### src/source_port_router.sv
`default_nettype none

package failover_pkg;
    localparam int unsigned DATA_WIDTH = 32;
    localparam int unsigned ADDR_WIDTH = 8;
    localparam int unsigned SEL_WIDTH = 4;

    // Register byte offsets
    localparam logic [7:0] MODE_OFFSET = 8'h00;
    localparam logic [7:0] SELECT_OFFSET = 8'h04;
    localparam logic [7:0] COMMAND_OFFSET = 8'h08;
    localparam logic [7:0] STATUS_OFFSET = 8'h0C;

    // Field positions
    localparam int unsigned MODE_LSB = 0;
    localparam int unsigned SEL_PRIMARY_LSB = 0;
    localparam int unsigned SEL_BACKUP1_LSB = 2;
    localparam int unsigned SEL_BACKUP2_LSB = 4;
    localparam int unsigned CMD_START_BIT = 0;
    localparam int unsigned STAT_STATE_LSB = 0;
    localparam int unsigned STAT_ACTIVE_LSB = 4;
    localparam int unsigned STAT_VALID_BIT = 6;
    localparam int unsigned STAT_FREE_BIT = 7;
    localparam int unsigned STAT_CALL_LSB = 8;

    // Reset values
    localparam logic [1:0] MODE_RESET = 2'h0;
    localparam logic [5:0] SELECT_RESET = 6'h00;

    // Dual-port mode values; 2'h3 behaves as off
    localparam logic [1:0] MODE_OFF = 2'h0;
    localparam logic [1:0] MODE_SECONDARY_PORT_AS_BACKUP = 2'h1;
    localparam logic [1:0] MODE_SECONDARY_PORT_AS_PRIMARY = 2'h2;

    typedef enum logic [1:0] {
        SRC_NONE = 2'h0,
        SRC_PRIMARY_PORT = 2'h1,
        SRC_SECONDARY_PORT = 2'h2,
        SRC_PHONE_MODEM = 2'h3
    } source_type;

    typedef enum logic [2:0] {
        ST_IDLE = 3'h0,
        ST_CALL_PRIMARY = 3'h1,
        ST_CALL_BACKUP1 = 3'h3,
        ST_CALL_BACKUP2 = 3'h2,
        ST_LOCKED = 3'h6,
        ST_FREE_RUN = 3'h7
    } state_type;

    typedef enum logic [1:0] {
        CALL_NEVER = 2'h0,
        CALL_NORMAL = 2'h1,
        CALL_FAILED = 2'h2
    } callstat_type;

    function automatic logic isDual(input logic [1:0] mode);
        isDual = (mode == MODE_SECONDARY_PORT_AS_BACKUP) ||
                 (mode == MODE_SECONDARY_PORT_AS_PRIMARY);
    endfunction : isDual
endpackage : failover_pkg

module source_port_router (
    input wire logic [1:0] mode,
    input wire failover_pkg::source_type selPrimary,
    input wire failover_pkg::source_type selBackup1,
    input wire failover_pkg::source_type selBackup2,
    output failover_pkg::source_type primarySlot,
    output failover_pkg::source_type firstBackupSlot,
    output failover_pkg::source_type secondBackupSlot
);
    import failover_pkg::*;

    // Single-port operation: the secondary port is not wired out of the connector
    function automatic source_type singlePortSource(input source_type sel);
        singlePortSource = (sel == SRC_SECONDARY_PORT) ? SRC_NONE : sel;
    endfunction : singlePortSource

    always_comb begin
        if (mode == MODE_SECONDARY_PORT_AS_PRIMARY) begin
            primarySlot = SRC_SECONDARY_PORT; // [RULE1]
            firstBackupSlot = SRC_PRIMARY_PORT; // [RULE1]
            secondBackupSlot = SRC_NONE; // [RULE8]
        end else if (mode == MODE_SECONDARY_PORT_AS_BACKUP) begin
            primarySlot = SRC_PRIMARY_PORT; // [RULE2]
            firstBackupSlot = SRC_SECONDARY_PORT; // [RULE2]
            secondBackupSlot = SRC_NONE; // [RULE8]
        end else begin
            primarySlot = singlePortSource(selPrimary);
            firstBackupSlot = singlePortSource(selBackup1);
            secondBackupSlot = singlePortSource(selBackup2);
        end
    end
endmodule : source_port_router

`default_nettype wire

### src/dual_serial_source_failover.sv
// The register offsets and register access over Wishbone were decided locally.
`default_nettype none

// How it works
// [RULE1] In secondary-as-primary mode the secondary port feeds the primary slot and the primary port the first backup slot.
// [RULE2] In secondary-as-backup mode the primary port feeds the primary slot and the secondary port the first backup slot.
// [RULE3] A failed primary callout moves straight to the first backup with no second attempt.
// [RULE4] A first backup is only judged failed by the result of its own callout.
// [RULE5] When the first backup fails and a second backup exists, the second backup is called.
// [RULE6] When no source is left, time runs free internally.
// [RULE7] In dual-port mode the internal phone modem is never a selectable source.
// [RULE8] In dual-port mode the second backup slot stays empty.
// [RULE9] Each source's last callout result is kept, and a good result makes its time valid.
// [RULE10] The dual-port mode has off and two mapping values and re-routes the slots as soon as it changes.
module dual_serial_source_failover (
    input wire logic clk,
    input wire logic nrst,
    input wire logic wb_cyc_i,
    input wire logic wb_stb_i,
    input wire logic wb_we_i,
    input wire logic [failover_pkg::ADDR_WIDTH-1:0] wb_adr_i,
    input wire logic [failover_pkg::SEL_WIDTH-1:0] wb_sel_i,
    input wire logic [failover_pkg::DATA_WIDTH-1:0] wb_dat_i,
    output logic [failover_pkg::DATA_WIDTH-1:0] wb_dat_o,
    output logic wb_ack_o,
    output logic callReq,
    output failover_pkg::source_type callSource,
    input wire logic callDone,
    input wire logic callOk,
    output failover_pkg::source_type activeSource,
    output logic timeValid,
    output logic freeRun
);
    import failover_pkg::*;

    // Bus and configuration state
    logic ackReg, ackNext;
    logic [DATA_WIDTH-1:0] rdataReg, rdataNext;
    logic [1:0] modeReg, modeNext;
    source_type selPrimaryReg, selPrimaryNext;
    source_type selBackup1Reg, selBackup1Next;
    source_type selBackup2Reg, selBackup2Next;
    logic startReg, startNext;

    // Routing state
    source_type routePrimary, routeBackup1, routeBackup2;
    source_type primarySlotReg, firstBackupSlotReg, secondBackupSlotReg;

    // Callout state
    state_type stateReg, stateNext;
    logic reqSentReg, reqSentNext;
    logic callReqNext;
    source_type callSourceNext;
    source_type activeNext;
    logic timeValidReg, timeValidNext;
    logic freeRunReg, freeRunNext;
    callstat_type statReg [4];
    callstat_type statNext [4];

    logic busWrite;
    logic callResolved;
    logic [DATA_WIDTH-1:0] statusWord;

    assign busWrite = wb_cyc_i && wb_stb_i && wb_we_i && ackReg;
    assign callResolved = reqSentReg && callDone;

    always_comb begin
        statusWord = '0;
        statusWord[STAT_STATE_LSB +: 3] = stateReg;
        statusWord[STAT_ACTIVE_LSB +: 2] = activeSource;
        statusWord[STAT_VALID_BIT] = timeValidReg;
        statusWord[STAT_FREE_BIT] = freeRunReg;
        for (int i = 0; i < 4; i++) begin
            statusWord[STAT_CALL_LSB + 2*i +: 2] = statReg[i]; // [RULE9]
        end
    end

    // Classic Wishbone slave: ack one cycle after the strobe, writes land on the acked edge
    always_comb begin
        ackNext = wb_cyc_i && wb_stb_i && !ackReg;
        rdataNext = rdataReg;
        modeNext = modeReg;
        selPrimaryNext = selPrimaryReg;
        selBackup1Next = selBackup1Reg;
        selBackup2Next = selBackup2Reg;
        startNext = 1'b0;
        if (ackNext && !wb_we_i) begin
            case (wb_adr_i)
                MODE_OFFSET: rdataNext = {30'h0, modeReg};
                SELECT_OFFSET: rdataNext = {26'h0, selBackup2Reg, selBackup1Reg, selPrimaryReg};
                STATUS_OFFSET: rdataNext = statusWord;
                default: rdataNext = '0;
            endcase
        end
        if (busWrite && wb_sel_i[0]) begin
            case (wb_adr_i)
                MODE_OFFSET: begin
                    modeNext = wb_dat_i[MODE_LSB +: 2]; // [RULE10]
                end
                SELECT_OFFSET: begin
                    selPrimaryNext = source_type'(wb_dat_i[SEL_PRIMARY_LSB +: 2]);
                    selBackup1Next = source_type'(wb_dat_i[SEL_BACKUP1_LSB +: 2]);
                    selBackup2Next = source_type'(wb_dat_i[SEL_BACKUP2_LSB +: 2]);
                end
                COMMAND_OFFSET: begin
                    startNext = wb_dat_i[CMD_START_BIT];
                end
                default: begin
                end
            endcase
        end
    end

    always_ff @(posedge clk or negedge nrst) begin
        if (!nrst) begin
            ackReg <= 1'b0;
            rdataReg <= '0;
            modeReg <= MODE_RESET;
            selPrimaryReg <= source_type'(SELECT_RESET[SEL_PRIMARY_LSB +: 2]);
            selBackup1Reg <= source_type'(SELECT_RESET[SEL_BACKUP1_LSB +: 2]);
            selBackup2Reg <= source_type'(SELECT_RESET[SEL_BACKUP2_LSB +: 2]);
            startReg <= 1'b0;
        end else begin
            ackReg <= ackNext;
            rdataReg <= rdataNext;
            modeReg <= modeNext;
            selPrimaryReg <= selPrimaryNext;
            selBackup1Reg <= selBackup1Next;
            selBackup2Reg <= selBackup2Next;
            startReg <= startNext;
        end
    end

    assign wb_ack_o = ackReg;
    assign wb_dat_o = rdataReg;

    source_port_router router (
        .mode(modeReg),
        .selPrimary(selPrimaryReg),
        .selBackup1(selBackup1Reg),
        .selBackup2(selBackup2Reg),
        .primarySlot(routePrimary),
        .firstBackupSlot(routeBackup1),
        .secondBackupSlot(routeBackup2)
    );

    // Routing follows the mode on every cycle, even in the middle of a callout
    always_ff @(posedge clk or negedge nrst) begin
        if (!nrst) begin
            primarySlotReg <= SRC_NONE;
            firstBackupSlotReg <= SRC_NONE;
            secondBackupSlotReg <= SRC_NONE;
        end else begin
            primarySlotReg <= routePrimary; // [RULE10]
            firstBackupSlotReg <= routeBackup1;
            secondBackupSlotReg <= (isDual(modeReg) || routeBackup2 == SRC_PHONE_MODEM) &&
                isDual(modeReg) ? SRC_NONE : routeBackup2; // [RULE8]
        end
    end

    function automatic source_type slotTarget(input state_type st, input source_type p,
            input source_type b1, input source_type b2);
        case (st)
            ST_CALL_PRIMARY: slotTarget = p;
            ST_CALL_BACKUP1: slotTarget = b1;
            ST_CALL_BACKUP2: slotTarget = b2;
            default: slotTarget = SRC_NONE;
        endcase
    endfunction : slotTarget

    // Failover sequence; an empty slot counts as a failed callout
    always_comb begin
        source_type target;
        logic failed;
        target = slotTarget(stateReg, primarySlotReg, firstBackupSlotReg, secondBackupSlotReg);
        failed = 1'b0;
        stateNext = stateReg;
        reqSentNext = reqSentReg;
        callReqNext = 1'b0;
        callSourceNext = callSource;
        activeNext = activeSource;
        timeValidNext = timeValidReg;
        freeRunNext = freeRunReg;
        for (int i = 0; i < 4; i++) begin
            statNext[i] = statReg[i];
        end
        case (stateReg)
            ST_IDLE, ST_LOCKED, ST_FREE_RUN: begin
                if (startReg) begin
                    stateNext = ST_CALL_PRIMARY;
                    reqSentNext = 1'b0;
                end
            end
            ST_CALL_PRIMARY, ST_CALL_BACKUP1, ST_CALL_BACKUP2: begin
                if (!reqSentReg) begin
                    if (target == SRC_NONE || (isDual(modeReg) && target == SRC_PHONE_MODEM)) begin
                        failed = 1'b1; // [RULE7]
                    end else begin
                        callReqNext = 1'b1;
                        callSourceNext = target;
                        reqSentNext = 1'b1;
                    end
                end else if (callResolved) begin
                    statNext[callSource] = callOk ? CALL_NORMAL : CALL_FAILED; // [RULE9]
                    if (callOk) begin
                        stateNext = ST_LOCKED;
                        activeNext = callSource;
                        timeValidNext = 1'b1; // [RULE9]
                        freeRunNext = 1'b0;
                    end else begin
                        failed = 1'b1; // [RULE4]
                    end
                end
                if (failed) begin
                    reqSentNext = 1'b0;
                    if (stateReg == ST_CALL_PRIMARY) begin
                        stateNext = ST_CALL_BACKUP1; // [RULE3]
                    end else if (stateReg == ST_CALL_BACKUP1 && secondBackupSlotReg != SRC_NONE) begin
                        stateNext = ST_CALL_BACKUP2; // [RULE5]
                    end else begin
                        stateNext = ST_FREE_RUN; // [RULE6]
                        activeNext = SRC_NONE;
                        timeValidNext = 1'b0;
                        freeRunNext = 1'b1;
                    end
                end
            end
            default: begin
                stateNext = ST_IDLE;
                reqSentNext = 1'b0;
            end
        endcase
    end

    always_ff @(posedge clk or negedge nrst) begin
        if (!nrst) begin
            stateReg <= ST_IDLE;
            reqSentReg <= 1'b0;
            callReq <= 1'b0;
            callSource <= SRC_NONE;
            activeSource <= SRC_NONE;
            timeValidReg <= 1'b0;
            freeRunReg <= 1'b0;
            for (int i = 0; i < 4; i++) begin
                statReg[i] <= CALL_NEVER;
            end
        end else begin
            stateReg <= stateNext;
            reqSentReg <= reqSentNext;
            callReq <= callReqNext;
            callSource <= callSourceNext;
            activeSource <= activeNext;
            timeValidReg <= timeValidNext;
            freeRunReg <= freeRunNext;
            for (int i = 0; i < 4; i++) begin
                statReg[i] <= statNext[i];
            end
        end
    end

    assign timeValid = timeValidReg;
    assign freeRun = freeRunReg;

    logic inCall;
    assign inCall = stateReg == ST_CALL_PRIMARY || stateReg == ST_CALL_BACKUP1 ||
        stateReg == ST_CALL_BACKUP2;

    AST_MAP_SECONDARY_PRIMARY: assert property (@(posedge clk) disable iff (!nrst) // [RULE1]
        modeReg == MODE_SECONDARY_PORT_AS_PRIMARY |=>
            primarySlotReg == SRC_SECONDARY_PORT && firstBackupSlotReg == SRC_PRIMARY_PORT)
        else $error("secondary-as-primary mapping wrong");

    AST_MAP_PRIMARY_PRIMARY: assert property (@(posedge clk) disable iff (!nrst) // [RULE2]
        modeReg == MODE_SECONDARY_PORT_AS_BACKUP |=>
            primarySlotReg == SRC_PRIMARY_PORT && firstBackupSlotReg == SRC_SECONDARY_PORT)
        else $error("primary-as-primary mapping wrong");

    AST_NO_PRIMARY_RETRY: assert property (@(posedge clk) disable iff (!nrst) // [RULE3]
        stateReg == ST_CALL_PRIMARY && callResolved && !callOk |=>
            stateReg == ST_CALL_BACKUP1 && !callReq)
        else $error("primary failure did not move to first backup");

    AST_BACKUP_BY_CALL_ONLY: assert property (@(posedge clk) disable iff (!nrst) // [RULE4]
        stateReg == ST_CALL_BACKUP1 && !callResolved && firstBackupSlotReg != SRC_NONE &&
            !(isDual(modeReg) && firstBackupSlotReg == SRC_PHONE_MODEM) |=>
            stateReg == ST_CALL_BACKUP1)
        else $error("first backup left without its own callout result");

    AST_SECOND_BACKUP_USED: assert property (@(posedge clk) disable iff (!nrst) // [RULE5]
        stateReg == ST_CALL_BACKUP1 && callResolved && !callOk &&
            secondBackupSlotReg != SRC_NONE |=> stateReg == ST_CALL_BACKUP2 ##1 callReq)
        else $error("second backup not called");

    AST_FREE_RUN_LAST: assert property (@(posedge clk) disable iff (!nrst) // [RULE6]
        stateReg == ST_CALL_BACKUP2 && callResolved && !callOk |=>
            freeRun && !timeValid && stateReg == ST_FREE_RUN)
        else $error("free run not entered");

    AST_NO_PHONE_IN_DUAL: assert property (@(posedge clk) disable iff (!nrst) // [RULE7]
        isDual(modeReg) |=> primarySlotReg != SRC_PHONE_MODEM &&
            firstBackupSlotReg != SRC_PHONE_MODEM && secondBackupSlotReg != SRC_PHONE_MODEM)
        else $error("phone modem selectable in dual mode");

    AST_NO_BACKUP2_IN_DUAL: assert property (@(posedge clk) disable iff (!nrst) // [RULE8]
        isDual(modeReg) ##1 isDual(modeReg) |-> secondBackupSlotReg == SRC_NONE &&
            !(callReq && stateReg == ST_CALL_BACKUP2))
        else $error("second backup used in dual mode");

    AST_CALL_STATUS_KEPT: assert property (@(posedge clk) disable iff (!nrst) // [RULE9]
        inCall && callResolved |=>
            statReg[$past(callSource)] == ($past(callOk) ? CALL_NORMAL : CALL_FAILED) &&
            timeValid == ($past(callOk) || ($past(timeValidReg) && !freeRun)))
        else $error("callout status not recorded");

    AST_MODE_APPLIED: assert property (@(posedge clk) disable iff (!nrst) // [RULE10]
        busWrite && wb_sel_i[0] && wb_adr_i == MODE_OFFSET &&
            wb_dat_i[1:0] == MODE_SECONDARY_PORT_AS_PRIMARY |=>
            ##1 primarySlotReg == SRC_SECONDARY_PORT)
        else $error("mode change not routed");
endmodule : dual_serial_source_failover

`default_nettype wire

### config.mk
export PLATFORM = sky130hd
export DESIGN_NAME = dual_serial_source_failover
export DESIGN_NICKNAME = d
export VERILOG_FILES = /design/src/source_port_router.sv /design/src/dual_serial_source_failover.sv
export SDC_FILE = /design/constraint.sdc
export NUM_CORES = 1
export LEC_CHECK = 0
export ABC_AREA = 1
export BUFFER_PORTS_ARGS = -buffer_cell sky130_fd_sc_hd__buf_2
export CAP_MARGIN = 10
export CORE_ASPECT_RATIO = 0.6
export CORE_MARGIN = 1
export CORE_UTILIZATION = 49
export CTS_CLUSTER_DIAMETER = 120
export DETAILED_ROUTE_END_ITERATION = 10
export PLACE_DENSITY = 0.87
export SYNTH_ARGS = -nofsm -noshare
export SYNTH_HDL_FRONTEND = slang
export SYNTH_SLANG_ARGS = --single-unit
### constraint.sdc
create_clock -name clk -period 2.25 [get_ports clk]
set_clock_uncertainty 0.15 [all_clocks]
set_input_delay 0.225 -clock clk [delete_from_list [all_inputs] [get_ports clk]]
set_output_delay 0.225 -clock clk [all_outputs]
set_load 0.01 [all_outputs]
# After elaboration in Yosys (flattened, before gate mapping)
# Index checks and enable logic that the tools add are counted.
# op_classes
magnitude_cmp	2
n_eq_ne	19
muxes	56
bitwise	3
reduce_logical	27
# op_table
op	count
$pmux 16 s3	1
$mux 2	18
$mux 1	25
$mux 3	7
$eq 8x4->1 const B	2
$eq 2x2->1 const B	6
$logic_and 1x1->1	11
$ne 3x3->1 const B	3
$bwmux 8	1
$eq 8x3->1 const B	1
$logic_not 8->1	1
$eq 3x2->1 const B	2
$eq 3x3->1 const B	2
$pmux 2 s3	1
$pmux 3 s2	1
$reduce_and 3->1	2
$reduce_or 3->1	2
$demux 2 s2	1
$reduce_and 2->1	2
$reduce_and 4->1	1
$eq 3x1->1 const B	1
$ge 3x3->1 const B	1
$logic_not 3->1	1
$logic_or 1x1->1	3
other kinds (9)	11
# word_totals
ff_bits	67
inputBits	51

# Depth between registers and ports, before layout
# Gate-level depths: netlist of run 1.
# depth
depth_word	10
mapped_depth	12
depth_no_buf	12

# By module
# From an unflattened synthesis of run 1, not the netlist that was laid out.
# hier_totals
hier_cells	313
hier_area_um2	2509.9
# by_module_without_submodules
mod	instances	cells_each	area_each_um2
dual_serial_source_failover	1	290	2419.8
source_port_router	1	23	90.1

# Worst setup path before layout of run 1
# No wires, ideal clock.
# synth_timing
path_type	reg2reg
startpoint	reg ackReg, in the netlist wb_ack_o
endpoint	reg rdataReg[10], in the netlist wb_dat_o[10]
setup_ps	83
arrival_ps	1449
t_required_ps	2017
slack_ps	569
stages_incl_launch_ff	6
path_buffers	1
synth_period_minus_slack_ps	1681
cell_sequence	dfrtp_1 nor3_4 clkinv_1 or2_1 clkbuf_1 o21ai_0
# synth_between
elab_chain_len	3
# synth_rtl
item	line_no	rtl
start, declared	dual_serial_source_failover.sv:37	logic ackReg, ackNext;
start signal, assigned	dual_serial_source_failover.sv:124	ackReg <= ackNext;
$logic_not 1->1	dual_serial_source_failover.sv:80	ackNext = wb_cyc_i && wb_stb_i && !ackReg;
$logic_and 1x1->1	dual_serial_source_failover.sv:80	
$logic_and 1x1->1	dual_serial_source_failover.sv:87	if (ackNext && !wb_we_i) begin
end signal, assigned	dual_serial_source_failover.sv:125	rdataReg <= rdataNext;
end, declared	dual_serial_source_failover.sv:38	logic [DATA_WIDTH-1:0] rdataReg, rdataNext;
# No other way between the ends.
# A chain may end at the register's enable or synchronous reset.

# Worst setup path after layout of run 1
# layout_timing
startpoint	reg stateReg[1]
endpoint	reg statReg[2] (netlist bit)
# layout_between
elab_chain_len	3
word_cells_on_any_way	5
# layout_rtl
item	line_no	rtl
start, declared	dual_serial_source_failover.sv:50	state_type stateReg, stateNext;
start signal, assigned	dual_serial_source_failover.sv:248	stateReg <= stateNext;
$eq 3x1->1 / $eq 3x2->1 (equally long branches)	dual_serial_source_failover.sv:187	case (stateReg)
$reduce_or 3->1 (*)	dual_serial_source_failover.sv:187	
$reduce_and 3->1 (no source line) (*)	--	
end signal, assigned by index	dual_serial_source_failover.sv:256	statReg[i] <= statNext[i];
end, declared	dual_serial_source_failover.sv:57	callstat_type statReg [4];
# Every way passes the cells marked *; elsewhere a longest branch is shown, timed or not.

==> results of run 1 <==
==> through the flow <==
step           hold slack (ps)  std cells  instance area (sq um)
2_1_floorplan           -220.6        299                   2479
3_3_place_gp             97.57        390                   2681
3_5_place_dp             105.1        390                   2681
4_1_cts                  12.73        400                   2786
5_1_grt                  38.26        400                   2786
6_report                 9.953        400                   2786
==> sequential cells by signal, summed over array words and instances, names as in the netlist <==
register             count
activeSource             2
callReq                  1
callSource               2
firstBackupSlotReg       2
freeRun                  1
modeReg                  2
primarySlotReg           2
reqSentReg               1
secondBackupSlotReg      2
selBackup1Reg            2
selBackup2Reg            2
selPrimaryReg            2
startReg                 1
statReg                  8
stateReg                 3
timeValid                1
wb_ack_o                 1
wb_dat_o                16
==> cells by family (layout without fill, tap and decap cells) <==
| family | count (synthesis) | count (layout) |
|---|---|---|
| mux | 1 | 1 |
| fa+ha+maj | 2 | 2 |
| compound gates | 52 | 52 |
| buf+inv | 69 | 107 |
| other cells | 1 | 16 |
| flops | 51 | 51 |
| simple gates | 108 | 108 |
==> synth_stat cells, types with 2 or more instances <==
| master | count | share of area [%] |
|---|---|---|
| nand2_1 | 59 | 9.1 |
| dfrtp_1 | 51 | 53 |
| inv_1 | 47 | 7.3 |
| o21ai_0 | 26 | 5.4 |
| nor2_1 | 19 | 2.9 |
| buf_4 | 16 | 5.0 |
| a21oi_1 | 10 | 2.1 |
| nand3_1 | 10 | 2.1 |
| nor3_1 | 7 | 1.4 |
| nand4_1 | 6 | 1.5 |
| o22ai_1 | 6 | 1.5 |
| o21bai_1 | 4 | 1.2 |
| clkbuf_1 | 3 | 0.46 |
| ha_1 | 2 | 1.0 |
| o211ai_1 | 2 | 0.62 |
| o31ai_1 | 2 | 0.62 |
| or2_1 | 2 | 0.52 |
==> where the power goes <==
group          switching [W]  total, W  internal (W)  leakage (nW)
Sequential          0.000111   0.00117       0.00106         0.638
Combinational       0.000515  0.000794      0.000279         0.849
Clock               0.000298  0.000515      0.000218        0.0412
Total               0.000923   0.00248       0.00156          1.53
==> routing by layer <==
| layer | vias up | GRT usage (%) |
|---|---|---|
| met3 | 7 | 4.878 |
| met5 | - | 0 |
| met1 | 891 | 29.39 |
| met4 | 0 | 7.033 |
| met2 | 66 | 29.52 |
| li1 | 982 | - |
==> worst paths after layout <==
kind                                          start                         endpoint  slack [ps]  depth (start not counted)
hold reg to reg            wb_dat_o[12]$_DFFE_PN0P_         wb_dat_o[12]$_DFFE_PN0P_         340                          2
min in group asynchronous                      nrst  firstBackupSlotReg[0]$_DFF_PN0_         300                          2
hold / removal                          wb_dat_i[2]     selBackup1Reg[0]$_DFFE_PN0P_          10                          3
setup reg to reg            stateReg[1]$_DFFE_PN0P_           statReg[2]$_DFFE_PN0P_         180                          7
setup / recovery            stateReg[1]$_DFFE_PN0P_           statReg[2]$_DFFE_PN0P_         180                          7
max in group asynchronous                      nrst           reqSentReg$_DFFE_PN0N_        1130                          3
==> layout make-up <==
cell class | count | share of cell area [%]
sequential | 51 | 45.80
multi-input combinational | 179 | 31.66
timing repair buffer | 50 | 10.06
inverter | 49 | 6.601
tap | 63 | 2.829
clock buffer | 6 | 2.604
clock inverter | 2 | 0.4490
==> worst max-delay path, delay by kind of cell (launching register included) <==
family | cells | cell delay [ps]
flops | 1 | 400
compound gates | 2 | 490
simple gates | 3 | 700
buf+inv | 2 | 250
==> what timing repair did <==
item,in CTS,in global routing
endpoints found under the hold margin,25,0
resized for setup,0,0
hold buffers,2,0
==> metrics.md, run 1 <==
| Metric | Value |
|---|---|
| Initial antenna violation count | `0` |
| Setup violations, final | `0` |
| Simple-gate share of the synthesized area | `between 10% and 20%` |
| Clock tree buffer depth | `2` |
| Cells after Synth | `around 280` |
| Worst Path Arrival | `around 2200 ps` |
| Vias in the first global route | `~1800` |
| Status | `complete, no violations` |
| Tcrit/Tclk final | `between 90 and 100%` |
| Max-cap violation count | `0` |
| Total gr overflow | `0` |
| Share of layout cells above drive strength 1 | `18.69%` |
| DRT Pass-1 Iters | `4` |
| Die area | `0.005238 sq mm` |
| Post-synth cell types | `29` |
| Slew HR | `between 60% and 70%` |
| Least-Margin Pin Slew | `556.2 ps` |
| Synth Area in Compound Gates | `between 10% and 20%` |
| Number of inserted diodes | `0` |
| EDFF count, synth | `0` |
| Clk sinks | `about 50` |
| Die W | `between 90 and 100 um` |
| Multi-input gate area | `882.1 sq um` |
| Fin. max-slew vios | `0` |
| Synth-to-layout area growth | `15.03%` |
| Mapped Avg Cell Area | `roughly 8.5 sq um` |
| Hpwl dp | `~3700 um` |
| Cell area after synthesis | `about 0.0024 sq mm` |
| Post-synthesis sequential area ratio | `52.69%` |
| Total GRT Usage | `slightly above 20%` |
| #FFs+latches synth | `about 50` |
| CP Cell Sequence | `inv_1 > o21ai_2 > nand2_1 > nor3_1 > inv_1 > nor2_1 > o21bai_1` |
| LEAKAGE | `1.528 nW` |
| Root buffer cell | `clkbuf_8` |
| Fin. Hold Viols | `0` |
| Starting DRT DRC Count | `100` |
| Met3 WL | `about 340 um` |
| Fmax | `484.1 MHz` |
| Reg area | `0.001276 sq mm` |
| Clock Pin Slew Worst Setup and Hold Paths | `around 90 ps` |
| Critical path class | `register to register` |
| Met1 WL | `2338 um` |
| Worst setup EP type | `register` |
| Most common cell after layout, fill and taps aside | `nand2_1` |
| # port buffers | `45` |
| Clk_lat worst skew | `310 ps` |
| Via count | `slightly below 2000` |
| DRT Wirelength | `about 4800 um` |
| Most frequent cells in the layout | `59 x nand2_1, 51 x dfrtp_1, 47 x inv_1` |
| Power Density | `890.6 mW/mm^2` |
| Nets | `between 300 and 400` |
| Crit start category | `register` |
| Vias per std cell | `between 4 and 5` |
| Chip height | `roughly 56 um` |
| Adder-cell share of the synthesized area | `1.033%` |
| Remaining DRCs | `0` |
| Row cnt | `19` |
| Setup Buffers After CTS | `0` |
| Ys async rst share | `100.0%` |
| I/O pins | `91` |
| Critical path required time | `between 2000 and 2500 ps` |
| Type of the worst min-delay path | `input port to register` |
| Placer congestion estimate | `0.8650` |
| Cts bufs inserted | `5` |
| Final WS setup | `around 180 ps` |
| CTS tree | `yes` |
| Slowest CP cell | `dfrtp_1` |
| Max H-tree Level | `2` |
| Setup TNS | `0 ps` |
| Highest Signal Layer | `met4` |
| Largest family of logic cells by synthesized area | `simple AND/OR/NAND/NOR gates` |
| First-pass GRT wire length | `8086 um` |
| WL/cell | `11.93 um` |
| Max FO, Critical Path | `10` |
| RSZ-0062 raised after global routing | `false` |
| Largest net degree at the start of global routing | `28` |
| Yosys warns | `0` |
| Top FF cell, synth | `dfrtp_1` |
| Mux cell area share after synthesis | `less than 1%` |
| Most frequent CP cell | `inv_1` |
| Total power | `roughly 0.0025 W` |
| Met2 WL post-DR | `between 2000 and 2500 um` |
| Synth Area in XOR/XNOR | `0%` |
| Initial Util | `51.99%` |
| Core Footprint | `0.004659 sq mm` |
| Fin util | `59.80%` |
| Fill cells | `roughly 430` |
| Pre-CTS WS | `approximately 220 ps` |
| Period minus WS final | `2066 ps` |
| Max incr delay on CP | `approximately 400 ps` |
| Worst VDD drop | `about 0.00033 V` |
| ANT nets after route | `0` |
No activity file was read; power rests on OpenSTA's default activity.
==> run 2: changes to the inputs <==
Settings changed: REMOVE_ABC_BUFFERS set to 1.
==> run 2 against run 1 <==
Compared with the run above:
- first-iteration DRC count increased by 54%
- core utilization decreased by 0.30 points
- global-route usage decreased by 0.44 points
- via count decreased by 1.8%
- total power decreased by 0.56%
- register-to-register slack improved by 20 ps
- largest cell class unchanged
==> metrics.md, run 2 (synthesis gave the netlist of run 1 again) <==
| Metric | Value |
|---|---|
| Cts bufs inserted | `5 (unchanged)` |
| Fin. Hold Viols | `0 (unchanged)` |
| ANT nets after route | `0 (unchanged)` |
| Max H-tree Level | `2 (unchanged)` |
| Tcrit/Tclk final | `90.70% (-1.1 points)` |
| Setup TNS | `0 ps (unchanged)` |
| LEAKAGE | `1.525 nW (-0.21%)` |
| Crit start category | `register` |
| Max reg flops | `16 (unchanged)` |
| Worst Path Arrival | `2130 ps (-20 ps)` |
| Max-cap violation count | `0 (unchanged)` |
| Setup violations, final | `0 (unchanged)` |
| WL/cell | `11.59 um (-2.8%)` |
| Core Footprint | `0.004659 sq mm (unchanged)` |
| Worst setup EP type | `register` |
| Nets | `388 (-0.26%)` |
| Most common cell after layout, fill and taps aside | `nand2_1` |
| Root buffer cell | `clkbuf_8` |
| DRT Pass-1 Iters | `4 (unchanged)` |
| First-pass GRT wire length | `7831 um (-3.2%)` |
| Worst VDD drop | `0.0003575 V (+9.5%)` |
| Most frequent cells in the layout | `59 x nand2_1, 51 x dfrtp_1, 47 x inv_1` |
| RSZ-0062 raised after global routing | `false` |
| Synth-to-layout area growth | `14.46%` |
| Remaining DRCs | `0 (unchanged)` |
| Type of the worst min-delay path | `input port to register` |
| Critical path class | `register to register` |
| Hpwl dp | `3639 um (-2.4%)` |
| GRT met3 Usage | `7.182% (+2.3 points)` |
| Cell count of the worst hold path | `2 (-1)` |
| Max FO, Critical Path | `10 (unchanged)` |
| Chip height | `56.46 um (unchanged)` |
| Row cnt | `19 (unchanged)` |
| Clk sinks | `51 (unchanged)` |
| # port buffers | `45 (unchanged)` |
| Fin util | `59.51% (-0.30 points)` |
| Placer congestion estimate | `0.8293 (-4.1%)` |
| Period minus WS final | `2041 ps (-24.96 ps)` |
| Vias per std cell | `4.789 (-1.6%)` |
| Slew HR | `62.73% (-0.19 points)` |
| Fmax | `490.0 MHz (+1.2%)` |
| Register-to-Register Path Depth | `7 (unchanged)` |
| Initial antenna violation count | `0 (unchanged)` |
| Clk_lat worst skew | `310 ps (about the same)` |
| Flop2flop setup slack | `210 ps (+20 ps)` |
| Total GRT Usage | `19.74% (-0.44 points)` |
| Clock tree buffer depth | `2 (unchanged)` |
| Power Density | `890.0 mW/mm^2 (about the same)` |
| DRT Wirelength | `4626 um (-3.0%)` |
| Vias in the first global route | `1725 (-5.2%)` |
| Largest net degree at the start of global routing | `29 (+3.6%)` |
| I/O pins | `91 (unchanged)` |
| Least-Margin Pin Slew | `559.0 ps (+2.802 ps)` |
| Share of layout cells above drive strength 1 | `18.45% (-0.24 points)` |
| Clock Pin Slew Worst Setup and Hold Paths | `80 ps (about the same)` |
| M2 GR Usage | `28.89% (-0.63 points)` |
| Die area | `0.005238 sq mm (unchanged)` |
| Via count | `1911 (-1.8%)` |
| Status | `complete, no violations` |
| Number of inserted diodes | `0 (unchanged)` |
| Critical path required time | `2340 ps (about the same)` |
| Initial Util | `51.99% (unchanged)` |
| Die W | `92.77 um (unchanged)` |
| Most Crowded Layer GR | `met2` |
| Grt met1 use | `28.52% (-0.87 points)` |
| Fin. max-slew vios | `0 (unchanged)` |
| CTS tree | `yes` |
| Starting DRT DRC Count | `154 (+54%)` |
| Total gr overflow | `0 (unchanged)` |
[run 2: area by class of cell]
cell class	count	area (sq um)
Clock buffer	7	76.32
Clock inverter	1	5.005
Fill cell	423	1887
Inverter	49	183.9
Multi-Input combinational cell	179	882.1
Sequential cell	51	1276
Tap cell	63	78.83
Timing Repair Buffer	49	270.3
[run 2: report_power, final]
part / leakage [nW] / switching (W) / internal [W] / total (W)
combinational: 0.845 / 0.000516 / 0.000278 / 0.000794
clock: 0.0422 / 0.000286 / 0.000219 / 0.000505
sequential: 0.638 / 0.000107 / 0.00106 / 0.00117
[run 2: worst paths after layout]
check	startpoint	endpoint
setup / recovery	stateReg[1]$_DFFE_PN0P_	statReg[0]$_DFFE_PN0P_
hold / removal	wb_dat_i[4]	selBackup2Reg[0]$_DFFE_PN0P_
setup reg to reg	stateReg[1]$_DFFE_PN0P_	statReg[0]$_DFFE_PN0P_
hold reg to reg	wb_dat_o[4]$_DFFE_PN0P_	wb_dat_o[4]$_DFFE_PN0P_
max in group asynchronous	nrst	modeReg[1]$_DFFE_PN0P_
min in group asynchronous	nrst	wb_dat_o[13]$_DFFE_PN0P_
[run 2: routing by layer]
layer,wire length [um],up-vias
met4,76,0
met5,0,-
li1,-,975
met3,286,6
met1,2288,864
met2,1975,66
[run 2: critical path: stages (launching register included)]
cell      delay, ps
dfrtp_1         410
inv_1           150
o21ai_2         360
nand2_1         220
nor3_1          290
inv_1           100
nor2_1          150
o21bai_1        130
[run 2: what timing repair did]
action	in CTS	in global routing
hold endpoints to repair	23	0
setup buffers	0	0
gates resized for setup	0	0
hold buffers	1	0
[run 2: per-stage QoR]
step	total power (W)	hold slack, ps	instance area [sq um]	std cells	setup WS, ps
after floorplan	0.001736	-220.6	2342	279	462.9
after global placement	0.001942	91.25	2681	390	365.2
after detailed placement	0.001980	97.48	2681	390	309.5
after CTS	0.002474	3.121	2773	399	245.4
after global routing	0.002652	8.126	2773	399	13.90
final	0.002468	1.117	2773	399	209.2
